File: src/core/servo_status_pkg.sv
package servo_status_pkg;

	localparam int SPEED_W = 12;
	localparam int FAULT_W = 8;

	localparam logic [SPEED_W-1:0] THRESHOLD_MAX     = 12'hbb8;
	localparam logic [SPEED_W-1:0] THRESHOLD_DEFAULT = 12'h014;

	// Fault classes set here survive the clear input and the panel key.
	localparam logic [FAULT_W-1:0] STICKY_MASK_DEFAULT = 8'hf0;

	localparam int SYNC_POS = 0;
	localparam int SYNC_W   = 3;

	typedef enum logic [2:0] {
		ALM_RESET   = 3'b001,
		ALM_RUN     = 3'b010,
		ALM_FAULTED = 3'b100
	} alarm_state_type;

	typedef struct packed {
		logic alarmOutput;
		logic rotationDetectOutput;
		logic servoReady;
	} status_type;

endpackage
File: src/core/pin_sync.sv
`timescale 1ns/1ns
module pin_sync #(
	parameter int WIDTH = 1
) (
	input  wire logic             mclk,
	input  wire logic             rst_n,
	input  wire logic [WIDTH-1:0] pinIn,
	output logic      [WIDTH-1:0] pinSync
);

	typedef struct packed {
		logic [WIDTH-1:0] first;
		logic [WIDTH-1:0] second;
	} sync_state_type;

	sync_state_type state;
	sync_state_type next_state;

	always_comb begin
		next_state.first = pinIn;
		next_state.second = state.first;
	end

	always_ff @(posedge mclk or negedge rst_n) begin
		if (!rst_n) begin
			state <= '0;
		end else begin
			state <= next_state;
		end
	end

	assign pinSync = state.second;

endmodule

File: src/core/servo_status_outputs.sv
`timescale 1ns/1ns
module servo_status_outputs (
	input  wire logic                                    mclk,
	input  wire logic                                    rst_n,
	input  wire logic [servo_status_pkg::FAULT_W-1:0]   faultDetect,
	input  wire logic [servo_status_pkg::FAULT_W-1:0]   stickyMask,
	input  wire logic                                    alarmClearInput,
	input  wire logic                                    panelClearKey,
	input  wire logic                                    mainPowerOn,
	input  wire logic [servo_status_pkg::SPEED_W-1:0]   motorSpeed,
	input  wire logic [servo_status_pkg::SPEED_W-1:0]   rotationSpeedThreshold,
	output logic                                         alarmOutput,
	output logic                                         rotationDetectOutput,
	output logic                                         servoReady,
	output logic      [servo_status_pkg::FAULT_W-1:0]   latchedFaults
);

	// All block state except the two pin_sync flop stages lives in one record; the edge detectors keep the
	// synchronised pin levels of the previous cycle in it.
	typedef struct packed {
		servo_status_pkg::alarm_state_type      mode;
		logic [servo_status_pkg::FAULT_W-1:0]   faults;
		logic [servo_status_pkg::SYNC_W-1:0]    pinPrev;
		servo_status_pkg::status_type           status;
	} block_state_type;

	block_state_type state;
	block_state_type next_state;

	logic [servo_status_pkg::SYNC_W-1:0] pinRaw;
	logic [servo_status_pkg::SYNC_W-1:0] pinNow;
	logic                                clearReq;
	logic [servo_status_pkg::SPEED_W-1:0] limit;

	// Threshold values beyond the documented range are clamped to the top.
	function automatic logic [servo_status_pkg::SPEED_W-1:0] clampSpeed(
		input logic [servo_status_pkg::SPEED_W-1:0] value
	);
		clampSpeed = (value > servo_status_pkg::THRESHOLD_MAX) ?
			servo_status_pkg::THRESHOLD_MAX : value;
	endfunction

	// Bit order of the synchronised bundle: clear input, panel key, main power.
	assign pinRaw = {mainPowerOn, panelClearKey, alarmClearInput};

	// Clear, key and power come from outside this clock, so each passes two flops.
	// The cost is two cycles of latency on every one of them.
	pin_sync #(
		.WIDTH (servo_status_pkg::SYNC_W)
	) pinSyncInst (
		.mclk    (mclk),
		.rst_n   (rst_n),
		.pinIn   (pinRaw),
		.pinSync (pinNow)
	);

	// Each clear source has its own edge detector: a level held high clears only
	// once, so a stuck button or wire cannot hide a fault that arrives later.
	function automatic logic risingEdge(
		input logic levelNow,
		input logic levelBefore
	);
		risingEdge = levelNow & ~levelBefore;
	endfunction

	// Set wins over clear: a fault reported while a clear is taken stays latched,
	// since dropping it would hide a live alarm. Sticky classes ignore every clear.
	function automatic logic [servo_status_pkg::FAULT_W-1:0] mergeFaults(
		input logic [servo_status_pkg::FAULT_W-1:0] held,
		input logic [servo_status_pkg::FAULT_W-1:0] detect,
		input logic [servo_status_pkg::FAULT_W-1:0] keep,
		input logic                                 clear
	);
		logic [servo_status_pkg::FAULT_W-1:0] merged;
		merged = '0;
		for (int k = 0; k < servo_status_pkg::FAULT_W; k++) begin
			if (detect[k]) begin
				merged[k] = 1'b1;
			end else if (clear && !keep[k]) begin
				merged[k] = 1'b0;
			end else begin
				merged[k] = held[k];
			end
		end
		mergeFaults = merged;
	endfunction

	// The mode follows the fault set that is about to be stored, so the alarm
	// output and the latched faults always change on the same edge.
	function automatic servo_status_pkg::alarm_state_type stepMode(
		input servo_status_pkg::alarm_state_type current,
		input logic                              faultAhead
	);
		unique case (current)
			servo_status_pkg::ALM_RESET: begin
				// A fault present as reset ends must not flash the output ON for a cycle.
				if (faultAhead) begin
					stepMode = servo_status_pkg::ALM_FAULTED;
				end else begin
					stepMode = servo_status_pkg::ALM_RUN;
				end
			end
			servo_status_pkg::ALM_RUN: begin
				// Any class, new or held, drops the output on this same edge.
				if (faultAhead) begin
					stepMode = servo_status_pkg::ALM_FAULTED;
				end else begin
					stepMode = servo_status_pkg::ALM_RUN;
				end
			end
			servo_status_pkg::ALM_FAULTED: begin
				// Leaving needs every class gone, sticky ones included.
				if (faultAhead) begin
					stepMode = servo_status_pkg::ALM_FAULTED;
				end else begin
					stepMode = servo_status_pkg::ALM_RUN;
				end
			end
			default: begin
				// An illegal code falls back to reset so the outputs restart clean.
				stepMode = servo_status_pkg::ALM_RESET;
			end
		endcase
	endfunction

	// Only the run mode counts as healthy; reset and faulted both read as alarm.
	function automatic logic isRunning(
		input servo_status_pkg::alarm_state_type mode
	);
		isRunning = (mode == servo_status_pkg::ALM_RUN);
	endfunction

	// Equal speed and threshold reads OFF: motion is claimed only above the limit.
	// No hysteresis is added, so a speed hovering at the threshold makes the
	// output toggle; the speed input is expected to be filtered already.
	function automatic logic aboveLimit(
		input logic [servo_status_pkg::SPEED_W-1:0] speed,
		input logic [servo_status_pkg::SPEED_W-1:0] bound
	);
		aboveLimit = (speed > bound);
	endfunction

	// Ready needs both the synchronised power level and a fault-free mode.
	function automatic servo_status_pkg::status_type buildStatus(
		input logic running,
		input logic moving,
		input logic powered
	);
		servo_status_pkg::status_type result;
		result.alarmOutput = running;
		result.rotationDetectOutput = moving;
		result.servoReady = powered & running;
		buildStatus = result;
	endfunction

	// Names ending in Ahead carry what the coming clock edge will store, so the
	// outputs are formed from the same values that the state takes.
	logic                                 clearInputEdge;
	logic                                 panelKeyEdge;
	logic                                 powerPresent;
	logic [servo_status_pkg::FAULT_W-1:0] faultsAhead;
	logic                                 anyFaultAhead;
	servo_status_pkg::alarm_state_type    modeAhead;
	logic                                 runningAhead;
	logic                                 speedAbove;

	assign clearInputEdge = risingEdge(pinNow[0], state.pinPrev[0]);
	assign panelKeyEdge = risingEdge(pinNow[1], state.pinPrev[1]);
	// Key and clear input are equal partners; neither has priority over the other.
	assign clearReq = clearInputEdge | panelKeyEdge;

	// Power is seen two flops late, so ready lags a power change by three edges.
	assign powerPresent = pinNow[2];
	// The live port is read every cycle, so a new value applies at once.
	assign limit = clampSpeed(rotationSpeedThreshold);

	assign faultsAhead = mergeFaults(state.faults, faultDetect, stickyMask, clearReq);
	assign anyFaultAhead = |faultsAhead;
	assign modeAhead = stepMode(state.mode, anyFaultAhead);
	assign runningAhead = isRunning(modeAhead);
	assign speedAbove = aboveLimit(motorSpeed, limit);

	always_comb begin
		next_state = state;
		// Pin levels are remembered for the edge detectors of the next cycle.
		next_state.pinPrev = pinNow;
		next_state.faults = faultsAhead;
		next_state.mode = modeAhead;
		next_state.status = buildStatus(runningAhead, speedAbove, powerPresent);
	end

	// Reset puts every output OFF at once, without waiting for a clock edge,
	// so the power interlock opens on the next clock edge after control power is lost.
	always_ff @(posedge mclk or negedge rst_n) begin
		if (!rst_n) begin
			state.mode <= servo_status_pkg::ALM_RESET;
			state.faults <= '0;
			state.pinPrev <= '0;
			state.status <= '0;
		end else begin
			state <= next_state;
		end
	end

	// Alarm, rotation and ready are flops of the status record and latchedFaults of the fault set, so no decode glitch reaches a pin.
	assign alarmOutput = state.status.alarmOutput;
	assign rotationDetectOutput = state.status.rotationDetectOutput;
	assign servoReady = state.status.servoReady;
	assign latchedFaults = state.faults;

endmodule

File: config.mk
export PLATFORM = sky130hd
export DESIGN_NAME = servo_status_outputs
export DESIGN_NICKNAME = d
export VERILOG_FILES = /design/src/core/servo_status_pkg.sv /design/src/core/pin_sync.sv /design/src/core/servo_status_outputs.sv
export SDC_FILE = /design/constraint.sdc
export NUM_CORES = 1
export LEC_CHECK = 0
export BUFFER_PORTS_ARGS = -buffer_cell sky130_fd_sc_hd__buf_2
export CORE_ASPECT_RATIO = 0.5
export CORE_UTILIZATION = 46
export CTS_CLUSTER_DIAMETER = 150
export DETAILED_ROUTE_END_ITERATION = 10
export PLACE_DENSITY = 0.79
export SYNTH_ARGS = -nofsm -noshare
export SYNTH_HDL_FRONTEND = slang
export SYNTH_SLANG_ARGS = --single-unit
File: constraint.sdc
create_clock -name mclk -period 1.61 [get_ports mclk]
set_input_delay 0.161 -clock mclk [delete_from_list [all_inputs] [get_ports mclk]]
set_output_delay 0.161 -clock mclk [all_outputs]
set_load 0.02 [all_outputs]
==> metrics.csv <==
metric;value;unit
global-route wire length before repair;3730;um
Hold Path Depth;1;
final worst path period need;2010;ps
Req. time, crit path;1750;ps
WL final;2700;um
Setup WS post-layout;-401;ps
synth warn;0;
Max Freq;497;MHz
Die Y-Extent;38.1;um
Crit path arrival time;2150;ps
non-filler cells, final;217;
CP max FO;5;
Nets;240;
clk root buf;clkbuf_8;
IR Drop Worst-Case VDD;0.000391;V
n_diodes;0;
CP endpoint kind;register;
P_sw;0.411;mW
clock slew seen by the registers of the worst setup and hold paths;70;ps
setup violators final;1;
failing checks;setup timing;
Clock Tree Buf Depth;2;
syn avg cell area;10.3;sq um
finished layout cell area;1760;sq um
Skew-Pair Late Insertion Delay;260;ps
Fin. Hold Viols;0;
Layout area overhead;47.0;%
Hold EP;pinSyncInst.next_state[0];
grt ovf;0;
Initial Util;51.2;%
gpl congestion;0.732;
DRC;0;
maxcap violations;0;
routed len/inst;12.5;um
H-Tree Level Count;1;
Syn Inst Count;116;
clock share of power;23.7;%
critical path class;in -> reg;
ANT nets after route;0;
sw frac;29.0;%
R2R Path Start;pinSyncInst.pinSync[0];
clk sinks;21;
Slew Limit Fails;0;
GR Util All Layers;18.1;%
sequential power share;44.3;%
post-synth top area cell;dfrtp_1;
Post-synth top flop;dfrtp_1;
Mapped Area;1200;sq um
share of post-route cells with drive strength above 1;55.5;%
Tightest Pin Transition;446;ps
Synth area leaders;dfrtp_1 (42%), ha_1 (13%), buf_4 (5.6%);
DR pass1 iterations;4;
Post-synth ARST share;100;%
status;finished, violations left;
starting DRC count in detailed routing;26;
vias in the first global route;985;
placed cell count;209;
routed via count;1060;
Post-synth EDFFs;0;
Post-Syn Nets;173;
element type at the critical path start;input pin;
FF-to-FF path depth;6;
Hold Crit Start;alarmClearInput;
IO buf count;55;
Hold Crit Class;in -> reg;
row cnt;12;
#FFs+latches synth;21;
# IOs;56;
r2r setup slk;80;ps
Placeable Area;2340;sq um
count leader, synth;dfrtp_1;
TritonCTS buffer count;3;
Worst Skew;7.52;ps
commonest cells in the netlist;dfrtp_1 (20), ha_1 (12), nor2_1 (12);
period utilization;125;%
share of the yosys chip area belonging to registers;43.9;%
Pleak;0.840;nW
vias per inst;4.88;
Logic pwr share;32.0;%
CTS tree;built;
RSZ-0062 raised after global routing;yes;
initial antenna violation count;0;
full die area;2830;sq um
Power Density;803;nW/um^2
largest net degree at the start of global routing;22;
synth unique cells;28;
Yosys top cell area share;41.8;%
fillers;184;
Die W;74.2;um
hpwl dp;1890;um
reg2reg end;state[16];
Pwr Total;1.41;mW
placed cell area;1550;sq um
relative slew slack;70.3;%
Internal;1.00;mW
repair_timing:
action	4_1_cts	5_1_grt
resized for setup	2	22
gates cloned	0	0
buffers inserted	0	2
pin swaps	0	15
endpoints found under the hold margin	20	1
setup endpoints to repair	1	4
hold buffers	1	1
sequential cells by signal, summed over array words and instances, names as in the netlist:
register and count:
pinSyncInst.pinSync 3, servoReady 1, state 5, latchedFaults 8, rotationDetectOutput 1, pinSyncInst.next_state 3
power groups by stage:
stage | logic, mW | registers, mW | clock network [mW]
after floorplan | 0.238 | 0.633 | 0
after global placement | 0.388 | 0.630 | 0
after detailed placement | 0.397 | 0.635 | 0
after CTS | 0.406 | 0.625 | 0.345
after global routing | 0.493 | 0.633 | 0.363
final | 0.453 | 0.627 | 0.335
cell type report:
cell class                 count  area (sq um)  share of cell area, %
multi-input combinational     82           717                   40.7
clock buffer                   4          45.0                   2.56
sequential                    21           527                   29.9
tap                           35          43.8                   2.49
inverter                       3          11.3                  0.639
timing repair buffer          72           418                   23.7
layer usage:
| metal | part of all wire, % | GRT usage (%) |
|---|---|---|
| met5 | 0 | 0 |
| met4 | 0.55 | 4.33 |
| met3 | 3.8 | 5.00 |
| met2 | 54 | 37.3 |
| met1 | 42 | 18.5 |
cells by family after synthesis:
group	count (synthesis)	share of synthesized area, %
DFF	21	43.9
and+or+nand+nor	37	16.8
buffers and inverters	13	6.99
adders and majority gates	12	12.5
AOI/OAI and AO/OA	32	19.0
xor gates and xnor gates	1	0.731
critical path, stage by stage:
cell and delay [ps]:
buf_2 110, or3_4 360, a41oi_2 190, nor2_2 80
o21a_4 210, buf_4 150, nor2_1 120, ha_1 280
a21oi_2 150, a21o_1 130, a21oi_2 50, o32a_1 150
worst max-delay path by stage:
stage / start / endpoint / slack [ps] / depth (start not counted)
finish: rotationSpeedThreshold[0] / rotationDetectOutput / -400 / 12
global route: rotationSpeedThreshold[0] / rotationDetectOutput / -470 / 12
CTS: rotationSpeedThreshold[0] / rotationDetectOutput / -330 / 12
detailed placement: rotationSpeedThreshold[0] / rotationDetectOutput / -650 / 12
global placement: rotationSpeedThreshold[0] / rotationDetectOutput / -590 / 12
floorplan: rotationSpeedThreshold[0] / rotationDetectOutput / -440 / 11
placed cells by master, fill, tap and decap left out, drive strengths merged:
master | synthesis | routed
a221oi | 4 | 4
xor2 | 1 | 1
o21a | 1 | 1
nor3 | 1 | 1
nor2b | 4 | 4
nand3 | 1 | 1
inv | 3 | 3
buf | 9 | 70
clkbuf | 1 | 4
o21bai | 4 | 4
a21o | 7 | 7
or3 | 1 | 1
ha | 12 | 12
nand4 | 4 | 4
and2 | 5 | 5
a21oi | 5 | 5
a41oi | 1 | 1
o21ai | 8 | 8
dfrtp | 20 | 20
o32a | 1 | 1
dlygate4sd3 | 0 | 2
or2 | 4 | 4
o211ai | 1 | 1
dfstp | 1 | 1
nand2 | 5 | 5
nor2 | 12 | 12
per-stage QoR:
| stage | utilization, % | hold WS [ps] | TNS [ps] | setup slack (ps) |
|---|---|---|---|---|
| floorplan | - | -135 | -440 | -440 |
| global placement | 66.3 | 136 | -593 | -593 |
| detailed placement | 66.3 | 134 | -647 | -647 |
| CTS | 68.9 | 3.72 | -333 | -333 |
| global route | 75.2 | 1.53 | -473 | -471 |
| finish | 75.2 | 12.4 | -401 | -401 |
No activity file was read; power rests on OpenSTA's default activity.
